### config.mk
export PLATFORM = sky130hd
export DESIGN_NAME = mfpin_output_select
export DESIGN_NICKNAME = d
export VERILOG_FILES = /design/src/hw/mfpin_pkg.sv /design/src/hw/mfpin_status_if.sv /design/src/hw/mfpin_select.sv /design/src/hw/mfpin_output_select.sv
export SDC_FILE = /design/constraint.sdc
export NUM_CORES = 1
export LEC_CHECK = 0
export ABC_AREA = 1
export BUFFER_PORTS_ARGS = -buffer_cell sky130_fd_sc_hd__buf_2
export CAP_MARGIN = 0
export CELL_PAD_IN_SITES_DETAIL_PLACEMENT = 0
export CELL_PAD_IN_SITES_GLOBAL_PLACEMENT = 1
export CORE_ASPECT_RATIO = 1.4
export CORE_MARGIN = 3
export CORE_UTILIZATION = 34
export DETAILED_ROUTE_END_ITERATION = 10
export PLACE_DENSITY_LB_ADDON = 0.1
export SLEW_MARGIN = 20
export SYNTH_ARGS = -nofsm -noshare
export SYNTH_HDL_FRONTEND = slang
export SYNTH_HIERARCHICAL = 1
export SYNTH_SLANG_ARGS = --single-unit
### constraint.sdc
create_clock -name i_clk -period 4.46 [get_ports i_clk]
set_clock_uncertainty 0.15 [all_clocks]
set_input_delay 0.446 -clock i_clk [delete_from_list [all_inputs] [get_ports i_clk]]
set_output_delay 0.446 -clock i_clk [all_outputs]
set_load 0.02 [all_outputs]
### src/hw/mfpin_pkg.sv
/*
 * Constants for the multifunction pin output selector: function codes,
 * status bit positions, clock divide figure and reset values.
 * Assumes nothing beyond a SystemVerilog compiler.
 */
package mfpin_pkg;
   localparam logic [7:0] CODE_LOW = 8'h80;
   localparam logic [7:0] CODE_HIGH = 8'h81;
   localparam logic [7:0] CODE_CLKDIV = 8'h82;
   localparam logic [7:0] CODE_WDOG = 8'h83;
   localparam logic [7:0] CODE_NV_UPLOAD = 8'h84;
   localparam logic [7:0] CODE_NV_DOWNLOAD = 8'h85;
   localparam logic [7:0] CODE_NV_FAULT = 8'h86;
   localparam logic [7:0] CODE_SYS_LOCK = 8'h87;
   localparam logic [7:0] CODE_SYS_STABLE = 8'h88;
   localparam logic [7:0] CODE_OUT_LOCK = 8'h89;
   localparam logic [7:0] CODE_ANA_CAL = 8'h8A;
   localparam logic [7:0] CODE_ANA_REF = 8'h8B;
   localparam logic [7:0] CODE_ALL_LOCK = 8'h8C;
   localparam logic [7:0] CODE_DIG_ANA_LOCK = 8'h8D;
   localparam logic [7:0] CODE_FREE_RUN = 8'h90;
   localparam logic [7:0] CODE_ACTIVE = 8'h91;
   localparam logic [7:0] CODE_HOLDOVER = 8'h92;
   localparam logic [7:0] CODE_SWITCHOVER = 8'h93;
   localparam logic [7:0] CODE_PHASE_LOCK = 8'h94;
   localparam logic [7:0] CODE_FREQ_LOCK = 8'h95;
   localparam logic [7:0] CODE_SLEW_LIM = 8'h96;
   localparam logic [7:0] CODE_FREQ_CLAMP = 8'h97;
   localparam logic [7:0] CODE_HIST_AVAIL = 8'h98;
   localparam logic [7:0] CODE_HIST_UPD = 8'h99;
   localparam logic [7:0] CODE_DIST_SYNC = 8'hD0;
   localparam logic [7:0] CODE_SOFT_CFG = 8'hD1;
   // per-reference groups: high nibble picks kind, low two bits the ref
   localparam logic [3:0] GRP_REF_FAULT = 4'hA;
   localparam logic [3:0] GRP_REF_VALID = 4'hB;
   localparam logic [3:0] GRP_REF_ACTIVE = 4'hC;
   localparam int REF_COUNT = 4;
   localparam int OUTPUT_BIT = 7;
   // nonvolatile store status bits
   localparam int NV_UPLOAD_BIT = 0;
   localparam int NV_DOWNLOAD_BIT = 1;
   localparam int NV_FAULT_BIT = 2;
   // loop status bits
   localparam int PLL_SYS_LOCK_BIT = 0;
   localparam int PLL_SYS_STABLE_BIT = 1;
   localparam int PLL_OUT_LOCK_BIT = 2;
   localparam int PLL_ANA_CAL_BIT = 3;
   localparam int PLL_ANA_REF_BIT = 4;
   localparam int PLL_ALL_LOCK_BIT = 5;
   localparam int PLL_DIG_ANA_BIT = 6;
   localparam int LOOP_FREE_RUN_BIT = 0;
   localparam int LOOP_ACTIVE_BIT = 1;
   localparam int LOOP_HOLDOVER_BIT = 2;
   localparam int LOOP_SWITCH_BIT = 3;
   localparam int LOOP_PHASE_BIT = 4;
   localparam int LOOP_FREQ_BIT = 5;
   localparam int LOOP_SLEW_BIT = 6;
   localparam int LOOP2_HIST_AVAIL_BIT = 4;
   localparam int LOOP2_CLAMP_BIT = 5;
   localparam int EVENT_HIST_UPD_BIT = 4;
   localparam int DIST_SYNC_BIT = 3;
   localparam int DIST_SOFT_CFG_BIT = 4;
   // system clock divide
   localparam int CLK_DIV = 32;
   localparam int CLK_HALF = CLK_DIV / 2;
   localparam int CLK_CNT_W = $clog2(CLK_HALF);
   localparam logic [CLK_CNT_W-1:0] CLK_CNT_RST = 4'h0;
   localparam logic PIN_RST = 1'b0;
   localparam logic [7:0] CODE_RST = 8'h00;
endpackage

### src/hw/mfpin_status_if.sv
/*
 * Bundle of device status flags carried from the top to the selector.
 * Assumes one driver (the top) and one reader (the selector).
 */
`timescale 1ns/1ps
interface mfpin_status_if;
   logic clk_div;
   logic watchdog;
   logic [2:0] nv_status;
   logic [6:0] pll_status;
   logic [6:0] loop_status;
   logic [5:0] loop2_status;
   logic [4:0] event_status;
   logic [4:0] dist_status;
   logic [3:0] ref_fault;
   logic [3:0] ref_valid;
   logic [1:0] ref_active;
   modport src (
      output clk_div, watchdog, nv_status, pll_status, loop_status,
      output loop2_status, event_status, dist_status,
      output ref_fault, ref_valid, ref_active
   );
   modport sel (
      input clk_div, watchdog, nv_status, pll_status, loop_status,
      input loop2_status, event_status, dist_status,
      input ref_fault, ref_valid, ref_active
   );
endinterface

### src/hw/mfpin_select.sv
/*
 * Combinational selector: maps a function code to one status level.
 * Assumes the top registers the code and the chosen level; status is live.
 */
`timescale 1ns/1ps
module mfpin_select (
   input wire logic [7:0] i_code,
   mfpin_status_if.sel st,
   output logic o_level
);
   logic [1:0] ref_idx;

   always_comb begin
      ref_idx = i_code[1:0];
      o_level = 1'b0;
      if (i_code[mfpin_pkg::OUTPUT_BIT]) begin
         unique case (i_code)
            mfpin_pkg::CODE_LOW: o_level = 1'b0;
            mfpin_pkg::CODE_HIGH: o_level = 1'b1;
            mfpin_pkg::CODE_CLKDIV: o_level = st.clk_div;
            mfpin_pkg::CODE_WDOG: o_level = st.watchdog;
            mfpin_pkg::CODE_NV_UPLOAD:
               o_level = st.nv_status[mfpin_pkg::NV_UPLOAD_BIT];
            mfpin_pkg::CODE_NV_DOWNLOAD:
               o_level = st.nv_status[mfpin_pkg::NV_DOWNLOAD_BIT];
            mfpin_pkg::CODE_NV_FAULT:
               o_level = st.nv_status[mfpin_pkg::NV_FAULT_BIT];
            mfpin_pkg::CODE_SYS_LOCK:
               o_level = st.pll_status[mfpin_pkg::PLL_SYS_LOCK_BIT];
            mfpin_pkg::CODE_SYS_STABLE:
               o_level = st.pll_status[mfpin_pkg::PLL_SYS_STABLE_BIT];
            mfpin_pkg::CODE_OUT_LOCK:
               o_level = st.pll_status[mfpin_pkg::PLL_OUT_LOCK_BIT];
            mfpin_pkg::CODE_ANA_CAL:
               o_level = st.pll_status[mfpin_pkg::PLL_ANA_CAL_BIT];
            mfpin_pkg::CODE_ANA_REF:
               o_level = st.pll_status[mfpin_pkg::PLL_ANA_REF_BIT];
            mfpin_pkg::CODE_ALL_LOCK:
               o_level = st.pll_status[mfpin_pkg::PLL_ALL_LOCK_BIT];
            mfpin_pkg::CODE_DIG_ANA_LOCK:
               o_level = st.pll_status[mfpin_pkg::PLL_DIG_ANA_BIT];
            mfpin_pkg::CODE_FREE_RUN:
               o_level = st.loop_status[mfpin_pkg::LOOP_FREE_RUN_BIT];
            mfpin_pkg::CODE_ACTIVE:
               o_level = st.loop_status[mfpin_pkg::LOOP_ACTIVE_BIT];
            mfpin_pkg::CODE_HOLDOVER:
               o_level = st.loop_status[mfpin_pkg::LOOP_HOLDOVER_BIT];
            mfpin_pkg::CODE_SWITCHOVER:
               o_level = st.loop_status[mfpin_pkg::LOOP_SWITCH_BIT];
            mfpin_pkg::CODE_PHASE_LOCK:
               o_level = st.loop_status[mfpin_pkg::LOOP_PHASE_BIT];
            mfpin_pkg::CODE_FREQ_LOCK:
               o_level = st.loop_status[mfpin_pkg::LOOP_FREQ_BIT];
            mfpin_pkg::CODE_SLEW_LIM:
               o_level = st.loop_status[mfpin_pkg::LOOP_SLEW_BIT];
            mfpin_pkg::CODE_FREQ_CLAMP:
               o_level = st.loop2_status[mfpin_pkg::LOOP2_CLAMP_BIT];
            mfpin_pkg::CODE_HIST_AVAIL:
               o_level = st.loop2_status[mfpin_pkg::LOOP2_HIST_AVAIL_BIT];
            mfpin_pkg::CODE_HIST_UPD:
               o_level = st.event_status[mfpin_pkg::EVENT_HIST_UPD_BIT];
            mfpin_pkg::CODE_DIST_SYNC:
               o_level = st.dist_status[mfpin_pkg::DIST_SYNC_BIT];
            mfpin_pkg::CODE_SOFT_CFG:
               o_level = st.dist_status[mfpin_pkg::DIST_SOFT_CFG_BIT];
            default: begin
               // only x0..x3 of each reference group are assigned
               if (i_code[3:2] == 2'b00) begin
                  if (i_code[7:4] == mfpin_pkg::GRP_REF_FAULT) begin
                     o_level = st.ref_fault[ref_idx];
                  end else if (i_code[7:4] == mfpin_pkg::GRP_REF_VALID) begin
                     o_level = st.ref_valid[ref_idx];
                  end else if (i_code[7:4] == mfpin_pkg::GRP_REF_ACTIVE) begin
                     o_level = st.ref_valid[ref_idx] &&
                        (st.ref_active == ref_idx);
                  end
               end
            end
         endcase
      end
   end
endmodule

### src/hw/mfpin_output_select.sv
/*
 * Multifunction pin output selector. Registers the function code,
 * divides the system clock by 32 and drives the chosen level onto the pin.
 * Assumes all status inputs are synchronous to i_clk.
 */
// Behaviour
// - code bit 7 set makes the pin an output; 0x80 low, 0x81 high.
// - 0x82 drives system clock divided by 32; 0x83 the watchdog output.
// - 0x84 drives store upload flag, 0x86 store fault flag.
// - 0x85 drives store download-in-progress flag.
// - 0x87 clock multiplier lock, 0x88 its stable flag.
// - 0x8A drives analog loop calibration-running flag.
// - 0x8B drives analog loop reference-present flag.
// - 0x8C drives AND of digital phase, analog and multiplier locks.
// - 0x8D drives AND of digital phase lock and analog lock.
// - 0x93 drives digital loop reference-switchover flag.
// - 0x96 drives digital loop phase-slew-limited flag.
// - 0x98 drives tuning-word history available flag.
// - 0x99 drives tuning-word history updated flag.
// - 0xD0 drives clock distribution sync pulse.
// - 0xD1 drives soft pin-configuration in progress flag.
`timescale 1ns/1ps
module mfpin_output_select (
   input wire logic i_clk,
   input wire logic i_arst_n,
   input wire logic [7:0] i_func_code,
   input wire logic i_watchdog,
   input wire logic i_nv_upload,
   input wire logic i_nv_download,
   input wire logic i_nv_fault,
   input wire logic i_sys_lock,
   input wire logic i_sys_stable,
   input wire logic i_out_lock,
   input wire logic i_ana_cal,
   input wire logic i_ana_ref_present,
   input wire logic i_ana_lock,
   input wire logic [6:0] i_loop_status,
   input wire logic [5:0] i_loop2_status,
   input wire logic i_hist_updated,
   input wire logic i_dist_sync,
   input wire logic i_soft_cfg,
   input wire logic [3:0] i_ref_fault,
   input wire logic [3:0] i_ref_valid,
   input wire logic [1:0] i_ref_active,
   output logic o_pin,
   output logic o_pin_oe_n
);
   mfpin_status_if st ();

   logic [mfpin_pkg::CLK_CNT_W-1:0] div_cnt_reg;
   logic clk_div_reg;
   logic [7:0] code_reg;
   logic pin_level;
   logic all_lock;
   logic dig_ana_lock;

   // divide-by-32: toggle every 16 cycles, so the pin square wave is 50%
   always_ff @(posedge i_clk or negedge i_arst_n) begin
      if (!i_arst_n) begin
         div_cnt_reg <= mfpin_pkg::CLK_CNT_RST;
         clk_div_reg <= 1'b0;
      end else begin
         div_cnt_reg <= div_cnt_reg + 1'b1;
         if (div_cnt_reg ==
               mfpin_pkg::CLK_CNT_W'(mfpin_pkg::CLK_HALF - 1)) begin
            clk_div_reg <= ~clk_div_reg;
         end
      end
   end

   always_ff @(posedge i_clk or negedge i_arst_n) begin
      if (!i_arst_n) begin
         code_reg <= mfpin_pkg::CODE_RST;
      end else begin
         code_reg <= i_func_code;
      end
   end

   always_comb begin
      dig_ana_lock = i_loop_status[mfpin_pkg::LOOP_PHASE_BIT] &&
         i_ana_lock;
      all_lock = dig_ana_lock && i_sys_lock;
   end

   assign st.clk_div = clk_div_reg;
   assign st.watchdog = i_watchdog;
   assign st.nv_status = {i_nv_fault, i_nv_download, i_nv_upload};
   assign st.pll_status = {dig_ana_lock, all_lock, i_ana_ref_present,
      i_ana_cal, i_out_lock, i_sys_stable, i_sys_lock};
   assign st.loop_status = i_loop_status;
   assign st.loop2_status = i_loop2_status;
   assign st.event_status = {i_hist_updated, 4'h0};
   assign st.dist_status = {i_soft_cfg, i_dist_sync, 3'h0};
   assign st.ref_fault = i_ref_fault;
   assign st.ref_valid = i_ref_valid;
   assign st.ref_active = i_ref_active;

   mfpin_select u_select (
      .i_code(code_reg),
      .st(st),
      .o_level(pin_level)
   );

   // one flop of latency keeps the pin glitch-free on code changes
   always_ff @(posedge i_clk or negedge i_arst_n) begin
      if (!i_arst_n) begin
         o_pin <= mfpin_pkg::PIN_RST;
         o_pin_oe_n <= 1'b1;
      end else begin
         o_pin <= pin_level;
         o_pin_oe_n <= ~code_reg[mfpin_pkg::OUTPUT_BIT];
      end
   end
endmodule

# ---- Yosys cells after proc, flatten, opt, wreduce, memory -nomap -nowiden
# Cells that the tools add are included.
dict set report totals {
  reg_bits 15
  inputBits 46
  elab_cells 54
}
dict set report classes {
  add_sub_neg 1
  order_cmp 1
  eq_ne 31
  muxes 10
  bitwise 2
  reduce_logical 4
}
# cell n
set op_table {}
lappend op_table {{8-bit equality test (second input constant)} 26}
lappend op_table {{1-bit case mux with 26 select lines} 1}
lappend op_table {{4-bit equality test (second input constant)} 4}
lappend op_table {{1-bit 2-to-1 mux} 7}
lappend op_table {{4-bit by 1-bit adder with 4-bit output (second input constant)} 1}
lappend op_table {{1-bit binary-select mux with 2-bit select} 2}
lappend op_table {{1-bit logical AND} 3}
lappend op_table {{2-bit by 3-bit < comparator with 1-bit output (second input constant)} 1}
lappend op_table {{2-bit equality test} 1}
lappend op_table {{2-bit zero test} 1}
lappend op_table {{1-bit NOT} 2}

# ---- Depth between registers and ports, before layout
dict set report logic_depth {
  word_depth 9
  mapped_depth 13
}

# ---- Modules after synthesis
# The synthesis kept the hierarchy.
# module n_inst cells_each area_per_inst_um2 seq_area_each_um2
set modules_own_cells {}
lappend modules_own_cells {mfpin_select 1 155 718.2 0.0}
lappend modules_own_cells {mfpin_output_select 1 34 469.2 376.6}

# ---- Worst setup path before layout
# No wires, ideal clock.
dict set report synth_timing {
  kind {flip-flop to flip-flop}
  startpoint {register code_reg[1]}
  endpoint {register o_pin}
  t_arrival_ns 1.279
  path_slack_ns 2.918
  stages_incl_launch_ff 11
  path_buffers 1
  synth_period_minus_slack_ns 1.542
  cell_sequence {dfrtp_1 -> buf_6 -> inv_2 -> nand2_1 -> nor2_1 -> o21ai_0 -> and2_1 -> nand3_1 -> nand3_1 -> nand2_1 -> inv_1}
}
dict set report synth_between {
  elab_chain_len 9
}
# element line
set synth_rtl {}
lappend synth_rtl {{start: declaration} mfpin_output_select.sv:52} ;# logic [7:0] code_reg;
lappend synth_rtl {{start signal: assignment} mfpin_output_select.sv:73} ;# code_reg <= mfpin_pkg::CODE_RST;
lappend synth_rtl {{start signal: assignment} mfpin_output_select.sv:75} ;# code_reg <= i_func_code;
lappend synth_rtl {{1-bit binary-select mux with 2-bit select} {mfpin_select.sv:72, mfpin_select.sv:74}}
lappend synth_rtl {{1-bit 2-to-1 mux (implied by the code)} {mfpin_select.sv:72, mfpin_select.sv:74}}
lappend synth_rtl {{1-bit logical AND} mfpin_select.sv:74} ;# o_level = st.ref_valid[ref_idx] &&
lappend synth_rtl {{1-bit 2-to-1 mux} mfpin_select.sv:73} ;# end else if (i_code[7:4] == mfpin_pkg::GRP_REF_ACTIVE) begin
lappend synth_rtl {{1-bit 2-to-1 mux} mfpin_select.sv:71} ;# end else if (i_code[7:4] == mfpin_pkg::GRP_REF_VALID) begin
lappend synth_rtl {{1-bit 2-to-1 mux} mfpin_select.sv:69} ;# if (i_code[7:4] == mfpin_pkg::GRP_REF_FAULT) begin
lappend synth_rtl {{1-bit 2-to-1 mux} mfpin_select.sv:68} ;# if (i_code[3:2] == 2'b00) begin
lappend synth_rtl {{1-bit case mux with 26 select lines (*)} mfpin_select.sv:17} ;# unique case (i_code)
lappend synth_rtl {{1-bit 2-to-1 mux (*)} mfpin_select.sv:16} ;# if (i_code[mfpin_pkg::OUTPUT_BIT]) begin
lappend synth_rtl {{via pin_level} mfpin_output_select.sv:53} ;# logic pin_level;
lappend synth_rtl {{end signal: assignment} mfpin_output_select.sv:107} ;# o_pin <= mfpin_pkg::PIN_RST;
lappend synth_rtl {{end signal: assignment} mfpin_output_select.sv:110} ;# o_pin <= pin_level;
lappend synth_rtl {{end: declaration} mfpin_output_select.sv:45} ;# output logic o_pin,
# The timed path passes the listed nets; every way through them passes the cells marked *. The select of a mux whose other input is x is not followed.
# A chain may end at the register's enable or synchronous reset.

# ---- Worst setup path in the final report
dict set report layout_timing {
  startpoint {register code_reg[6]}
  endpoint {register o_pin}
}
dict set report layout_between {
  elab_chain_len 7
}
# element line
set layout_rtl {}
lappend layout_rtl {{4-bit equality test} mfpin_select.sv:73}
lappend layout_rtl {{1-bit 2-to-1 mux} mfpin_select.sv:73}
lappend layout_rtl {{1-bit 2-to-1 mux} mfpin_select.sv:71}
lappend layout_rtl {{1-bit 2-to-1 mux} mfpin_select.sv:69}
lappend layout_rtl {{1-bit 2-to-1 mux} mfpin_select.sv:68}
lappend layout_rtl {{1-bit case mux with 26 select lines (*)} mfpin_select.sv:17}
lappend layout_rtl {{1-bit 2-to-1 mux (*)} mfpin_select.sv:16}
lappend layout_rtl {{via pin_level} mfpin_output_select.sv:53}
# The timed path passes the listed nets; every way through them passes the cells marked *.

==> results.py <==
metrics = {
    "timing": {
        "finalSetupViolations": 0,
        "worst_pin_slew_ns": 0.972,
        "clock.fmax_mhz": 450,
        "fin_crit_sh_pct": 49.8,
        "rsz0062_at_grt": "false",
        "tns_ns": 0,
        "fin_ws_ns": 2.24,
        "relSlewSlack_pct": 35.2,
        "final_hold_viol_count": 0,
        "finalCriticalPeriod_ns": 2.22,
        "drv_slew": 0,
    },
    "cts": {
        "clk_pin_slew_worst_paths_ns": 0.06,
        "cts_tree": "built",
        "clk_latency_ns": 0.24,
        "htree_levels": 1,
        "cts_sinks": 15,
        "post_cts_buffers": 0,
        "cts_root_buf": "clkbuf_8",
        "cts_buffers": 3,
        "clockBufferDepth": 2,
    },
    "drt": {
        "drt_iter0_markers": 54,
        "vias": 1353,
        "detail_route.wl_per_cell_um": 12.2,
        "totalWireLength_um": 3300,
        "ant_nets": 0,
        "dr.pass1.iters": 6,
        "drt-vias-per-instance": 5.01,
        "route.detailed.drc": 0,
    },
    "global_route": {
        "antenna_found_initial": 0,
        "grt_max_degree": 30,
        "grt_usage_pct": 15.6,
        "grt-busiest-layer": "met2",
        "grt_pass1_wl_um": 5280,
        "grt_pass1_vias": 1283,
        "grt_use_met1_pct": 15.7,
        "grt_use_met3_pct": 2.03,
        "grtUsageMet2_pct": 32.8,
        "grt_overflow": 0,
    },
    "power_and_ir_drop": {
        "p_total_mw": 0.306,
        "vdd_ir_drop_max_v": 0.000204,
        "powerDensity_nw_per_um2": 210,
        "p_leak_nw": 0.822,
    },
    "synthesis": {
        "synthCells": 188,
        "syn_avg_cell_area_um2": 6.30,
        "synth_fp_nets": 235,
        "ys_warn_count": 6,
        "syn-cell-area_um2": 1180,
    },
    "outcome": {
        "outcome": "finished, final reports clean",
    },
    "critical_path": {
        "slowest_stage": "nor2_2",
        "endpoint_kind": "flip-flop",
        "critPathTopFamily": "simple AND/OR/NAND/NOR gates",
        "path_buf_inv": 2,
        "cpPeakStageDelay_ns": 0.76,
        "cp-start-kind": "flip-flop",
        "r2r_cells": 10,
        "crit_chain": "inv_1 > nand2_2 > nor2_2 > nand2_1 > nand4_1 > nor2_1 > nand3_1 > nand3_1 > nand2_1 > inv_1",
        "critical_path.max_fanout": 29,
        "cp_num_cells": 10,
        "critical_path_required_ns": 4.45,
        "critPathArrivalTime_ns": 2.21,
        "path_class": "flip-flop to flip-flop",
    },
    "floorplanning": {
        "num_rows": 24,
        "die_height_um": 75.8,
        "core_um2": 3210,
        "io_pins": 48,
        "start_util_pct": 36.8,
        "die_area_um2": 4240,
        "die_x_um": 55.9,
    },
    "place": {
        "dp.cells": 265,
        "post_dp_cell_area_um2": 1400,
        "pre_cts_slack_ns": 2.30,
        "dp_hpwl_um": 2680,
        "port_buffers": 43,
        "place.gp.congestion": 0.783,
    },
    "finish": {
        "area_delta_synth_final_pct": 23.4,
        "final_nets": 279,
        "drive_gt1_share_pct": 23.4,
        "nFillCells": 349,
        "fin_area_um2": 1460,
        "layoutNonFillerInstCount": 270,
        "antennaDiodeCount": 0,
        "largest_register_ffs": 8,
    },
    "flow_run": {
        "maxCapViolations": 0,
    },
    "min_path": {
        "min_path_type": "input pin to flip-flop",
        "whs_path_depth": 1,
    },
}
[through the flow]
stage,util (%),hold slack [ns]
3_5_place_dp,43.7,0.207
3_3_place_gp,43.7,0.200
2_1_floorplan,-,0.000409
4_1_cts,45.4,0.146
5_1_grt,45.4,0.144
6_report,45.4,0.154
[routing by layer]
metal	up-vias	wire length (µm)
met5	-	0
met4	0	43
met3	4	140
met2	34	1800
met1	612	1320
li1	703	-
[repair_timing]
action | CTS | global route
endpoints found under the hold margin | 14 | 0
hold buffers | 1 | 0
gates resized for setup | 0 | 0
[cell type report]
| type | count | area [µm²] | area share [%] |
|---|---|---|---|
| Timing Repair Buffer | 44 | 225 | 15.4 |
| Clock inverter | 1 | 5.00 | 0.343 |
| Multi-Input combinational cell | 151 | 699 | 47.9 |
| Tap cell | 39 | 48.8 | 3.34 |
| Clock buffer | 3 | 41.3 | 2.83 |
| Inverter | 17 | 63.8 | 4.37 |
| Sequential cell | 15 | 377 | 25.8 |
[worst paths after layout]
kind                       slack (ns)        endpoint      startpoint
max in group asynchronous        3.40      o_pin_oe_n        i_arst_n
min reg2reg                      0.32      o_pin_oe_n     code_reg[7]
max                              2.24           o_pin     code_reg[6]
max reg2reg                      2.24           o_pin     code_reg[6]
min in group asynchronous        0.48  div_cnt_reg[3]        i_arst_n
min                              0.15     code_reg[3]  i_func_code[3]
[where the power goes]
| part | internal, mW | switching [mW] |
|---|---|---|
| Clock | 0.0617 | 0.0441 |
| Sequential | 0.141 | 0.00456 |
| Combinational | 0.0230 | 0.0312 |
[worst register-to-register path: stages, from the launching register on]
cell     delay, ns
dfrtp_1       0.39
inv_1         0.08
nand2_2       0.07
nor2_2        0.76
nand2_1       0.20
nand4_1       0.16
nor2_1        0.05
nand3_1       0.06
nand3_1       0.09
nand2_1       0.07
inv_1         0.04
[layout by cell type, fill, tap and decap left out]
master / n
inv_1: 15
nor3b_1: 1
nor3_1: 1
clkinv_2: 1
o21bai_1: 1
xor2_1: 1
clkbuf_8: 3
o21ai_0: 7
ha_1: 1
dlygate4sd3_1: 1
a21oi_1: 1
o21ai_1: 1
nand4_1: 7
and2_1: 1
buf_2: 43
dfstp_2: 1
nand3_1: 40
nand2_2: 2
xnor2_1: 2
a22oi_1: 1
inv_2: 2
dfrtp_1: 14
o22ai_1: 2
nor2_1: 33
nor2_2: 2
nand2_1: 47
(Power assumes the default switching activity.)
